[src/common/touch_irq_pkg.sv]
// Constants and carrier types of the touch sensing interrupt logic.
// Assumes an AXI4-Lite master with 32-bit data and a single clock.
package touch_irq_pkg;

   // ----------------------------------------
   // Geometry
   // ----------------------------------------
   localparam int STAGES = 8;        // Conversion stages
   localparam int REG_W = 16;        // Width of each device register
   localparam int ADDR_W = 8;        // Byte address width
   localparam int IDX_W = 6;         // Register index width
   localparam int IDX_LSB = 2;       // Byte address is index times four
   localparam int EV_W = 2;          // Event class count

   // ----------------------------------------
   // Register indices (byte address = 4 * index)
   // ----------------------------------------
   localparam logic [IDX_W-1:0] IDX_LOW_EN = 6'h05;
   localparam logic [IDX_W-1:0] IDX_HIGH_EN = 6'h06;
   localparam logic [IDX_W-1:0] IDX_DONE_EN = 6'h07;
   localparam logic [IDX_W-1:0] IDX_LOW_FLAGS = 6'h08;
   localparam logic [IDX_W-1:0] IDX_HIGH_FLAGS = 6'h09;
   localparam logic [IDX_W-1:0] IDX_DONE_FLAGS = 6'h0A;
   localparam logic [IDX_W-1:0] IDX_EV_FLAGS = 6'h0B;
   localparam logic [IDX_W-1:0] IDX_EV_MASK = 6'h0C;

   // ----------------------------------------
   // Field positions and reset values
   // ----------------------------------------
   localparam int EV_DONE = 0;       // Conversion complete event bit
   localparam int EV_THR = 1;        // Threshold change event bit
   localparam logic [STAGES-1:0] EN_RESET = 8'h00;
   localparam logic [STAGES-1:0] FLAGS_RESET = 8'h00;
   localparam logic [EV_W-1:0] EV_FLAGS_RESET = 2'h0;
   localparam logic [EV_W-1:0] EV_MASK_RESET = 2'h3;

   // ----------------------------------------
   // Bus responses
   // ----------------------------------------
   localparam logic [1:0] RESP_OKAY = 2'h0;
   localparam logic [1:0] RESP_SLVERR = 2'h2;

   // Read channel states, one-hot
   typedef enum logic [1:0] {
      RD_IDLE = 2'b01,
      RD_RESP = 2'b10
   } rd_state_t;

   // Master to slave signals
   typedef struct packed {
      logic awvalid;
      logic [ADDR_W-1:0] awaddr;
      logic wvalid;
      logic [31:0] wdata;
      logic [3:0] wstrb;
      logic bready;
      logic arvalid;
      logic [ADDR_W-1:0] araddr;
      logic rready;
   } axil_req_t;

   // Slave to master signals
   typedef struct packed {
      logic awready;
      logic wready;
      logic bvalid;
      logic [1:0] bresp;
      logic arready;
      logic rvalid;
      logic [31:0] rdata;
      logic [1:0] rresp;
   } axil_rsp_t;

endpackage

[src/design/touch_sense_irq_logic.sv]
// Interrupt logic of a capacitance touch controller, with its
// per-stage enable and status registers behind an AXI4-Lite slave.
// Assumes stage done pulses and threshold activity levels come from
// logic on aclk; the request pin is resolved by the surroundings.
//
// Notes on behaviour
// - Request pin: active low, open drain
// - Two event classes, each with enable, status
// - Done status read clears, releases line at address
// - Enabled stage completion pulls request line low
// - Done enable: one bit per stage
// - Done status bit set per fired stage
// - Done bit stays set until the done status is read
// - Touch and release each raise a request
// - Per-stage low and high threshold enables
// - Per-stage low and high status readable
// - Threshold request held until both read
// - Any enabled threshold bit change requests
// - Threshold status reads show live activity
//
// The implementer's own choice: the AXI4-Lite slave port.
`timescale 1ns/100ps

module touch_sense_irq_logic
   import touch_irq_pkg::*;
(
   // Clock, reset, enable
   input wire logic aclk,
   input wire logic aresetn,
   input wire logic clk_en,
   // Register bus
   input wire axil_req_t axil_req,
   output axil_rsp_t axil_rsp,
   // Conversion and threshold inputs
   input wire logic [STAGES-1:0] stage_done,
   input wire logic [STAGES-1:0] low_active,
   input wire logic [STAGES-1:0] high_active,
   // Request pin, open drain
   output logic irq_n_out,
   output logic irq_n_oe
);

   // ----------------------------------------
   // State
   // ----------------------------------------

   // All state of the block in one record
   typedef struct packed {
      rd_state_t rd;                   // Read channel state
      axil_rsp_t rsp;                  // Bus outputs
      logic aw_held;                   // Write address captured
      logic w_held;                    // Write data captured
      logic [IDX_W-1:0] aw_idx;        // Captured write index
      logic [31:0] wdata;              // Captured write data
      logic [3:0] wstrb;               // Captured byte enables
      logic [STAGES-1:0] low_en;       // Low limit enables
      logic [STAGES-1:0] high_en;      // High limit enables
      logic [STAGES-1:0] done_en;      // Completion enables
      logic [STAGES-1:0] done_flags;   // Completion status
      logic [2*STAGES-1:0] thr_prev;   // Last enabled activity
      logic low_seen;                  // Low status read since change
      logic high_seen;                 // High status read since change
      logic [EV_W-1:0] ev_flags;       // Sticky event flags
      logic [EV_W-1:0] ev_mask;        // Event mask
      logic irq_n;                     // Pin level
      logic irq_oe;                    // Pin drive enable
   } state_t;

   state_t s_q;                        // Registered state
   state_t s_d;                        // Next state

   // ----------------------------------------
   // Helpers
   // ----------------------------------------

   // Index decode shared by the read and write paths
   function automatic logic is_mapped(input logic [IDX_W-1:0] idx);
      logic hit;
      hit = 1'b0;
      case (idx)
         IDX_LOW_EN, IDX_HIGH_EN, IDX_DONE_EN: hit = 1'b1;
         IDX_LOW_FLAGS, IDX_HIGH_FLAGS: hit = 1'b1;
         IDX_DONE_FLAGS, IDX_EV_FLAGS, IDX_EV_MASK: hit = 1'b1;
         default: hit = 1'b0;
      endcase
      return hit;
   endfunction

   // Stage field widened to a register, upper bits zero
   function automatic logic [REG_W-1:0] widen(
      input logic [STAGES-1:0] v
   );
      return {{(REG_W-STAGES){1'b0}}, v};
   endfunction

   // ----------------------------------------
   // Combinational next state
   // ----------------------------------------

   // Handles bus handshakes, register access and event flags
   always_comb begin
      logic aw_hs;
      logic w_hs;
      logic ar_hs;
      logic [IDX_W-1:0] ar_idx;
      logic [STAGES-1:0] done_set;
      logic [2*STAGES-1:0] thr_cur;
      logic thr_change;
      logic rd_low;
      logic rd_high;
      logic rd_done;
      logic [STAGES-1:0] wbits;
      logic wr_lane;
      aw_hs = 1'b0;
      w_hs = 1'b0;
      ar_hs = 1'b0;
      ar_idx = '0;
      done_set = '0;
      thr_cur = '0;
      thr_change = 1'b0;
      rd_low = 1'b0;
      rd_high = 1'b0;
      rd_done = 1'b0;
      wbits = '0;
      wr_lane = 1'b0;
      s_d = s_q;

      // Handshakes on the three request channels
      aw_hs = axil_req.awvalid && s_q.rsp.awready;
      w_hs = axil_req.wvalid && s_q.rsp.wready;
      ar_hs = axil_req.arvalid && s_q.rsp.arready;
      ar_idx = axil_req.araddr[ADDR_W-1:IDX_LSB];

      // Write address capture
      if (aw_hs) begin
         s_d.aw_held = 1'b1;
         s_d.aw_idx = axil_req.awaddr[ADDR_W-1:IDX_LSB];
      end

      // Write data capture, in either order with the address
      if (w_hs) begin
         s_d.w_held = 1'b1;
         s_d.wdata = axil_req.wdata;
         s_d.wstrb = axil_req.wstrb;
      end

      // Write response retired
      if (s_q.rsp.bvalid && axil_req.bready) begin
         s_d.rsp.bvalid = 1'b0;
      end

      // Perform the write once address and data are both held
      wbits = s_d.wdata[STAGES-1:0];
      wr_lane = s_d.wstrb[0];
      if (s_d.aw_held && s_d.w_held && !s_d.rsp.bvalid) begin
         s_d.aw_held = 1'b0;
         s_d.w_held = 1'b0;
         s_d.rsp.bvalid = 1'b1;
         s_d.rsp.bresp = is_mapped(s_d.aw_idx) ? RESP_OKAY
                                               : RESP_SLVERR;
         if (wr_lane) begin
            case (s_d.aw_idx)
               // Threshold enables, bit n is stage n
               IDX_LOW_EN: s_d.low_en = wbits;
               IDX_HIGH_EN: s_d.high_en = wbits;
               // Completion enables, one means enabled
               IDX_DONE_EN: s_d.done_en = wbits;
               // Sticky events, a one clears its bit
               IDX_EV_FLAGS: begin
                  s_d.ev_flags = s_q.ev_flags & ~wbits[EV_W-1:0];
               end
               // Event mask, a one lets the event through
               IDX_EV_MASK: s_d.ev_mask = wbits[EV_W-1:0];
               // Status and unmapped words take no write
               default: s_d.ev_flags = s_q.ev_flags;
            endcase
         end
      end

      // Read channel
      case (s_q.rd)
         RD_IDLE: begin
            if (ar_hs) begin
               s_d.rd = RD_RESP;
               s_d.rsp.rvalid = 1'b1;
               s_d.rsp.rresp = is_mapped(ar_idx) ? RESP_OKAY
                                                 : RESP_SLVERR;
               s_d.rsp.rdata = '0;
               case (ar_idx)
                  IDX_LOW_EN: begin
                     s_d.rsp.rdata[REG_W-1:0] = widen(s_q.low_en);
                  end
                  IDX_HIGH_EN: begin
                     s_d.rsp.rdata[REG_W-1:0] = widen(s_q.high_en);
                  end
                  IDX_DONE_EN: begin
                     s_d.rsp.rdata[REG_W-1:0] = widen(s_q.done_en);
                  end
                  // Live enabled activity, not a history
                  IDX_LOW_FLAGS: begin
                     s_d.rsp.rdata[REG_W-1:0] =
                        widen(low_active & s_q.low_en);
                     rd_low = 1'b1;
                  end
                  IDX_HIGH_FLAGS: begin
                     s_d.rsp.rdata[REG_W-1:0] =
                        widen(high_active & s_q.high_en);
                     rd_high = 1'b1;
                  end
                  IDX_DONE_FLAGS: begin
                     s_d.rsp.rdata[REG_W-1:0] = widen(s_q.done_flags);
                     rd_done = 1'b1;
                  end
                  IDX_EV_FLAGS: begin
                     s_d.rsp.rdata[EV_W-1:0] = s_q.ev_flags;
                  end
                  IDX_EV_MASK: begin
                     s_d.rsp.rdata[EV_W-1:0] = s_q.ev_mask;
                  end
                  // Unmapped words read as zero
                  default: s_d.rsp.rdata = '0;
               endcase
            end
         end
         RD_RESP: begin
            // Data stands until the master takes it
            if (axil_req.rready) begin
               s_d.rd = RD_IDLE;
               s_d.rsp.rvalid = 1'b0;
            end
         end
         default: begin
            s_d.rd = RD_IDLE;
            s_d.rsp.rvalid = 1'b0;
         end
      endcase

      // Accept a new request only when its channel is free
      s_d.rsp.awready = !s_d.aw_held && !s_d.rsp.bvalid;
      s_d.rsp.wready = !s_d.w_held && !s_d.rsp.bvalid;
      s_d.rsp.arready = (s_d.rd == RD_IDLE);

      // Completion status: reading clears, a new completion wins
      done_set = stage_done & s_q.done_en;
      if (rd_done) begin
         s_d.done_flags = FLAGS_RESET;
         s_d.ev_flags[EV_DONE] = 1'b0;
      end
      s_d.done_flags = s_d.done_flags | done_set;
      if (|done_set) begin
         s_d.ev_flags[EV_DONE] = 1'b1;
      end

      // Threshold activity of enabled stages, low then high
      thr_cur = {high_active & s_q.high_en,
                 low_active & s_q.low_en};
      thr_change = (thr_cur != s_q.thr_prev);
      s_d.thr_prev = thr_cur;

      // Both threshold status words must be read to release
      if (rd_low) begin
         s_d.low_seen = 1'b1;
      end
      if (rd_high) begin
         s_d.high_seen = 1'b1;
      end
      if ((rd_low || rd_high) && s_d.low_seen && s_d.high_seen) begin
         s_d.ev_flags[EV_THR] = 1'b0;
      end

      // A change restarts the wait for both reads and wins
      if (thr_change) begin
         s_d.ev_flags[EV_THR] = 1'b1;
         s_d.low_seen = 1'b0;
         s_d.high_seen = 1'b0;
      end

      // Pin pulled low while an unmasked event stands
      s_d.irq_oe = |(s_d.ev_flags & s_d.ev_mask);
      s_d.irq_n = !s_d.irq_oe;
   end

   // ----------------------------------------
   // State register
   // ----------------------------------------

   // Synchronous reset; the clock enable freezes everything
   always_ff @(posedge aclk) begin
      if (!aresetn) begin
         s_q.rd <= RD_IDLE;
         s_q.rsp <= '0;
         s_q.aw_held <= 1'b0;
         s_q.w_held <= 1'b0;
         s_q.aw_idx <= '0;
         s_q.wdata <= '0;
         s_q.wstrb <= '0;
         s_q.low_en <= EN_RESET;
         s_q.high_en <= EN_RESET;
         s_q.done_en <= EN_RESET;
         s_q.done_flags <= FLAGS_RESET;
         s_q.thr_prev <= '0;
         s_q.low_seen <= 1'b0;
         s_q.high_seen <= 1'b0;
         s_q.ev_flags <= EV_FLAGS_RESET;
         s_q.ev_mask <= EV_MASK_RESET;
         s_q.irq_n <= 1'b1;
         s_q.irq_oe <= 1'b0;
      end else if (clk_en) begin
         s_q <= s_d;
      end
   end

   // ----------------------------------------
   // Outputs, straight from the state register
   // ----------------------------------------

   // Bus outputs
   assign axil_rsp = s_q.rsp;

   // Open-drain pin: level low and driven together
   assign irq_n_out = s_q.irq_n;
   assign irq_n_oe = s_q.irq_oe;

endmodule

[config.mk]
export PLATFORM = sky130hd
export DESIGN_NAME = touch_sense_irq_logic
export DESIGN_NICKNAME = d
export VERILOG_FILES = /design/src/common/touch_irq_pkg.sv /design/src/design/touch_sense_irq_logic.sv
export SDC_FILE = /design/constraint.sdc
export NUM_CORES = 1
export LEC_CHECK = 0
export ABC_AREA = 1
export BUFFER_PORTS_ARGS = -buffer_cell sky130_fd_sc_hd__buf_2
export CAP_MARGIN = 30
export CORE_AREA = 2 2 106 108
export DETAILED_ROUTE_END_ITERATION = 16
export DIE_AREA = 0 0 108 110
export PLACE_DENSITY = 0.76
export SKIP_LAST_GASP = 1
export SYNTH_ARGS = -nofsm -noshare
export SYNTH_HDL_FRONTEND = slang
export SYNTH_SLANG_ARGS = --single-unit
[constraint.sdc]
create_clock -name aclk -period 1.6 [get_ports aclk]
set_input_delay 0.32 -clock aclk [delete_from_list [all_inputs] [get_ports aclk]]
set_output_delay 0.32 -clock aclk [all_outputs]
set_load 0.01 [all_outputs]
======== After elaboration in Yosys (flattened, before gate mapping) ========
Memories as Yosys holds them, arrays and structs flattened.
Cells that the tools add are included.
storage, ports and cells
  memories kept ........................... 2
  output and inout port bits .............. 43
  register bits ........................... 103
  memory bits (read-only) ................. 32
  word-level logic and storage cells ...... 123
cells by class
  bitwise gates (word level) .............. 7
  eq/ne operators ......................... 19
  muxes and demuxes ....................... 42
  reductions and logical operators ........ 27
memory list
  memory            words  width  rd ports  clocked after Yosys merged registers in  write ports  RTL line                     source
  (name not given)  16     1      1         0                                        0            touch_sense_irq_logic.sv:80  case (idx)
  (name not given)  16     1      1         0                                        0            touch_sense_irq_logic.sv:80
operators by type and width
  kind                                                                    number
  6-bit by 4-bit equality test with 1-bit output (second input constant)  7
  6-bit by 3-bit equality test with 1-bit output (second input constant)  6
  6-bit case mux with 6 select lines                                      1
  35-bit 2-to-1 mux                                                       1
  8-bit AND                                                               3
  1-bit 2-to-1 mux                                                        23
  16-bit inequality test                                                  1
  2-bit case mux with 8 select lines                                      1
  2-bit 2-to-1 mux                                                        7
  12-bit 2-to-1 mux                                                       1
  4-bit AND reduction                                                     3
  1-bit logical AND                                                       10
  4-bit 2-to-1 mux                                                        2
  8-bit 2-to-1 mux                                                        1
  8-bit OR                                                                1
  8-bit OR reduction                                                      1
  3-bit 2-to-1 mux                                                        2
  6-bit 2-to-1 mux                                                        1
  3-bit AND reduction                                                     2
  1-bit logical NOT                                                       5
  2-bit AND                                                               2
  2-bit by 1-bit equality test with 1-bit output (second input constant)  2
  2-bit logical NOT                                                       2
  2-bit inequality test (second input constant)                           2
  other kinds (7)                                                         8

======== Longest topological paths before layout ========
  depth after elaboration ................. 12
  depth in mapped cells ................... 14
  depth with buffers taken out ............ 13

======== Worst setup path before layout ========
OpenSTA, ideal clock, no wires.
  path type ............................... register to register
  from .................................... reg s_q (netlist bit axil_rsp[40])
  to ...................................... reg s_q[55] in the netlist's numbering
  period minus slack after synthesis ...... 1.628 ns
  library setup time ...................... 0.080 ns
  path buffers ............................ 2
  arrival ................................. 1.548 ns
  slack ................................... -0.028 ns
  stages on the path, launching flop included .. 11
  cell sequence ........................... dfxtp_1 > buf_2 > nand2_4 > nand2_4 > nand3_4 > a21oi_4 > nand2_2 > nor3_4 > buf_6 > nor2_1 > a211oi_2
on the way
  cells in the longest elaborated chain, start to end .. 5
  elaborated cells between the ends (all ways) .. 7
  classes of those cells .................. eq/ne: 1; mux: 2; reduce/logical: 4
RTL lines
  what                                                      RTL line                      source
  start, declared                                           touch_sense_irq_logic.sv:69   state_t s_q;
  1-bit logical AND (*)                                     touch_sense_irq_logic.sv:129  aw_hs = axil_req.awvalid && s_q.rsp.awready;
  branches (longest 3 deep; another with 6-bit 2-to-1 mux)  --
  4-bit AND reduction (no line) (*)                         --
Every way passes the cells marked *.
A chain may end at the register's enable or synchronous reset.

======== Worst setup path in the final report ========
  from .................................... reg s_q (netlist bit axil_rsp[40])
  to ...................................... reg s_q[51] in the netlist's numbering
Same word-level chain as after synthesis.

==> implementation parameters <==
Parameter                              Value

Status
  Run status    complete, but fails checks
  Violated checks    setup timing

Setup path
  Worst-case reg-to-reg path depth    9
  Worst r2r src    axil_rsp[40]
  Worst setup startpoint    axil_rsp[40]
  Critical path required time    around 1900 ps
  Slack of the worst reg-to-reg path    -80 ps
  Worst setup path class    reg2reg
  Largest fanout on the critical path    8
  CP startpoint kind    flop
  Worst endpoint data arrival time    about 2000 ps
  Setup crit end kind    flop

GRT
  Number of antenna violations at the first check in global routing    0
  Via count of the first global-routing pass    ~4100
  Global-route wire length before repair    19700 um
  Residual overflow from global routing    0
  Pin count of the biggest net entering global routing    just over 50
  All-layer global routing usage    around a fifth

Clock tree
  TritonCTS buffer count    9
  Clk Tree Root Cell    clkbuf_8
  Later-pin clock latency in the skew report    approximately 360 ps
  CTS tree    built
  Sinks on Clock Net    90
  Hold buffer count at CTS    0
  CTS H-tree lvls    3
  Max Root-Sink Buffers    2
  Clock slew at the register clock pins of the worst setup and hold paths    roughly 100 ps

Die
  Die ar.    around 12000 um^2
  Die Span X    108 um
  Core area    roughly 11000 um^2
  Total number of placement rows    38
  Die outline height    between 100 and 150 um
  I/O pins    between 100 and 150
  Initial Util    44.1%

STA
  Number of failing hold endpoints at the final stage    0
  Setup total negative slack    -438 ps
  Final-layout worst hold slack    approximately 190 ps
  Final Max Tran Viols    0
  Period utilisation layout    105%
  Final setup skew    roughly 18 ps
  Final critical-path setup slack    -84.6 ps
  Unrepaired setup endpoints after global routing    yes
  Min Tclk post-route    approximately 1700 ps
  Achievable Freq    594 MHz
  Final setup vio count    16

Min path
  Hold Path Cell Cnt    3
  Hold path start    axil_req[51]
  Worst hold path class    in2reg

Finish
  Syn-to-layout area delta    25.9%
  Fill cell instance count of the final layout    about 1000
  Number of nets in the layout    888
  Fraction of layout instances using a drive strength above 1    about a quarter
  Sequential cell area in the final layout    1810 um^2
  Number of antenna cells inserted    0
  Multi-input gate area in the final layout    between 2000 and 2500 um^2
  Final instance area    between 5000 and 6000 um^2

Power
  Peak VDD IR    0.481 mV
  Standby leakage power    between 0.002 and 0.003 uW
  Power density over cell area    around 800 nW/um^2
  Power, Total    around 4600 uW

Drt
  Vias after detailed routing    around 4700
  Average vias per placed instance    4.97
  Drt total wl    ~12000 um
  Router iterations before antenna repair    5
  Average routed wire per standard cell    about 13 um
  Iteration-0 DRC Markers    280
  Post-route ant nets    0
  Remaining routing DRC violations    0

Placement
  Setup slack at placement    -144 ps
  Sum of net half-perimeters after detailed placement    approximately 9000 um
  Dpl cell area    about 5500 um^2
  Final weighted congestion in routability-driven placement    roughly 0.9
  Count of buffers inserted at the top-level ports    between 60 and 70

Logic synthesis
  Largest area contributor in the synthesized netlist    dfxtp_1
  Register bit total from synthesis    90
  Total standard cell area after synthesis    between 4000 and 5000 um^2
  Yosys warnings    0
  Number of standard cells after synthesis    685
  Mean instance size in the synthesized netlist    slightly below 7 um^2
  Top-area cell type share of the netlist area    between 30% and 40%
  Top cells by area in the synthesized netlist    dfxtp_1, nand2_1, o21ai_0
  Sequential cell area fraction in the yosys report    about two fifths
  Netlist cell types    35

Flow run
  Max-capacitance violation count    0
[worst max-delay path, cell delays in order (launching register included)]
cell      delay [ps]
dfxtp_4          440
buf_6            120
nand3_1           80
nand2_2          130
inv_2             50
buf_4            130
nor3_4           250
buf_12           160
nor2_1            50
a211oi_1         180
[path summary, 6_finish.rpt]
kind,to
hold reg to reg,s_q[7]
setup reg to reg,s_q[51]
hold / removal,s_q[93]
setup / recovery,s_q[51]
[repair_timing]
action | in CTS | in global routing
buffers inserted | 2 | 2
endpoints found under the hold margin | 0 | 0
pin swaps | 2 | 3
endpoints found under the setup margin | 30 | 42
gates resized for setup | 16 | 50
cloned | 1 | 1
[routing by layer]
layer	share of wire, %	up-vias	track usage [%]
met5	0	-	0
met4	1.7	0	7.23
met3	7.5	21	3.12
met2	45	159	33.0
met1	46	2088	29.2
li1	-	2439	-
[placed cells by master (no fill, tap or decap), types with 3 or more instances in the layout]
cell type,n
o22ai_1,8
nand3_2,3
a221oi_2,3
nor2_4,3
nor3_1,3
nor2_2,4
nor2_1,77
clkbuf_8,9
a21oi_1,62
xor2_1,5
buf_4,61
nand2_2,12
conb_1,26
dfxtp_1,88
o21ai_2,7
clkinv_4,3
o21ai_1,10
a211oi_1,18
buf_12,5
nand2_1,126
inv_2,4
buf_6,8
o21ai_0,51
a211oi_2,4
inv_1,66
a31oi_1,3
nand2_4,3
buf_2,69
nand4_1,10
nand3_1,34
[metrics by stage]
stage / utilization, % / std cells
4_1_cts: 54.3 / 945
3_5_place_dp: 51.6 / 926
5_1_grt: 55.5 / 947
2_1_floorplan: - / 710
3_3_place_gp: 51.6 / 926
6_report: 55.5 / 947
[logic make-up (layout without fill, tap and decap cells)]
group,Yosys count,count (layout),synth area share (%)
and+or+nand+nor,282,283,25.6
buffers and inverters,135,231,14.3
other,1,26,0.0796
adders and majority gates,2,2,0.531
DFF,90,90,38.2
xor gates and xnor gates,5,5,0.929
AOI/OAI and AO/OA,170,170,20.4
[Yosys cell counts (all sizes together)]
| master | number |
|---|---|
| a221oi | 4 |
| a31oi | 3 |
| a41oi | 1 |
| clkinv | 2 |
| conb | 1 |
| o31ai | 1 |
| o22ai | 8 |
| o21ai | 68 |
| xor2 | 5 |
| a21oi | 63 |
| ha | 2 |
| clkbuf | 14 |
| nor4 | 1 |
| nand2 | 141 |
| inv | 70 |
| or2 | 2 |
| nand3 | 38 |
| nand4 | 10 |
| nor3 | 5 |
| dfxtp | 90 |
| nand3b | 1 |
| a211oi | 22 |
| buf | 49 |
| nor2 | 84 |
[flip-flops by register name (all words and copies together), names as in the netlist]
signal and cells:
irq_n_oe 1, s_q 73, irq_n_out 1, axil_rsp 15
[report_power, final]
| group | internal (uW) | switching, uW |
|---|---|---|
| clock network | 733 | 859 |
| logic | 274 | 401 |
| registers | 2310 | 45.2 |
[area by class of cell]
| cell class | instances | share of cell area [%] |
|---|---|---|
| well taps | 140 | 2.95 |
| inverters | 72 | 4.58 |
| flip-flops and latches | 90 | 30.5 |
| clock buffers | 9 | 2.09 |
| clock inverters | 7 | 1.31 |
| repair buffers | 143 | 16.7 |
| multi-input cells | 486 | 41.8 |
No activity file was read; power rests on OpenSTA's default activity.
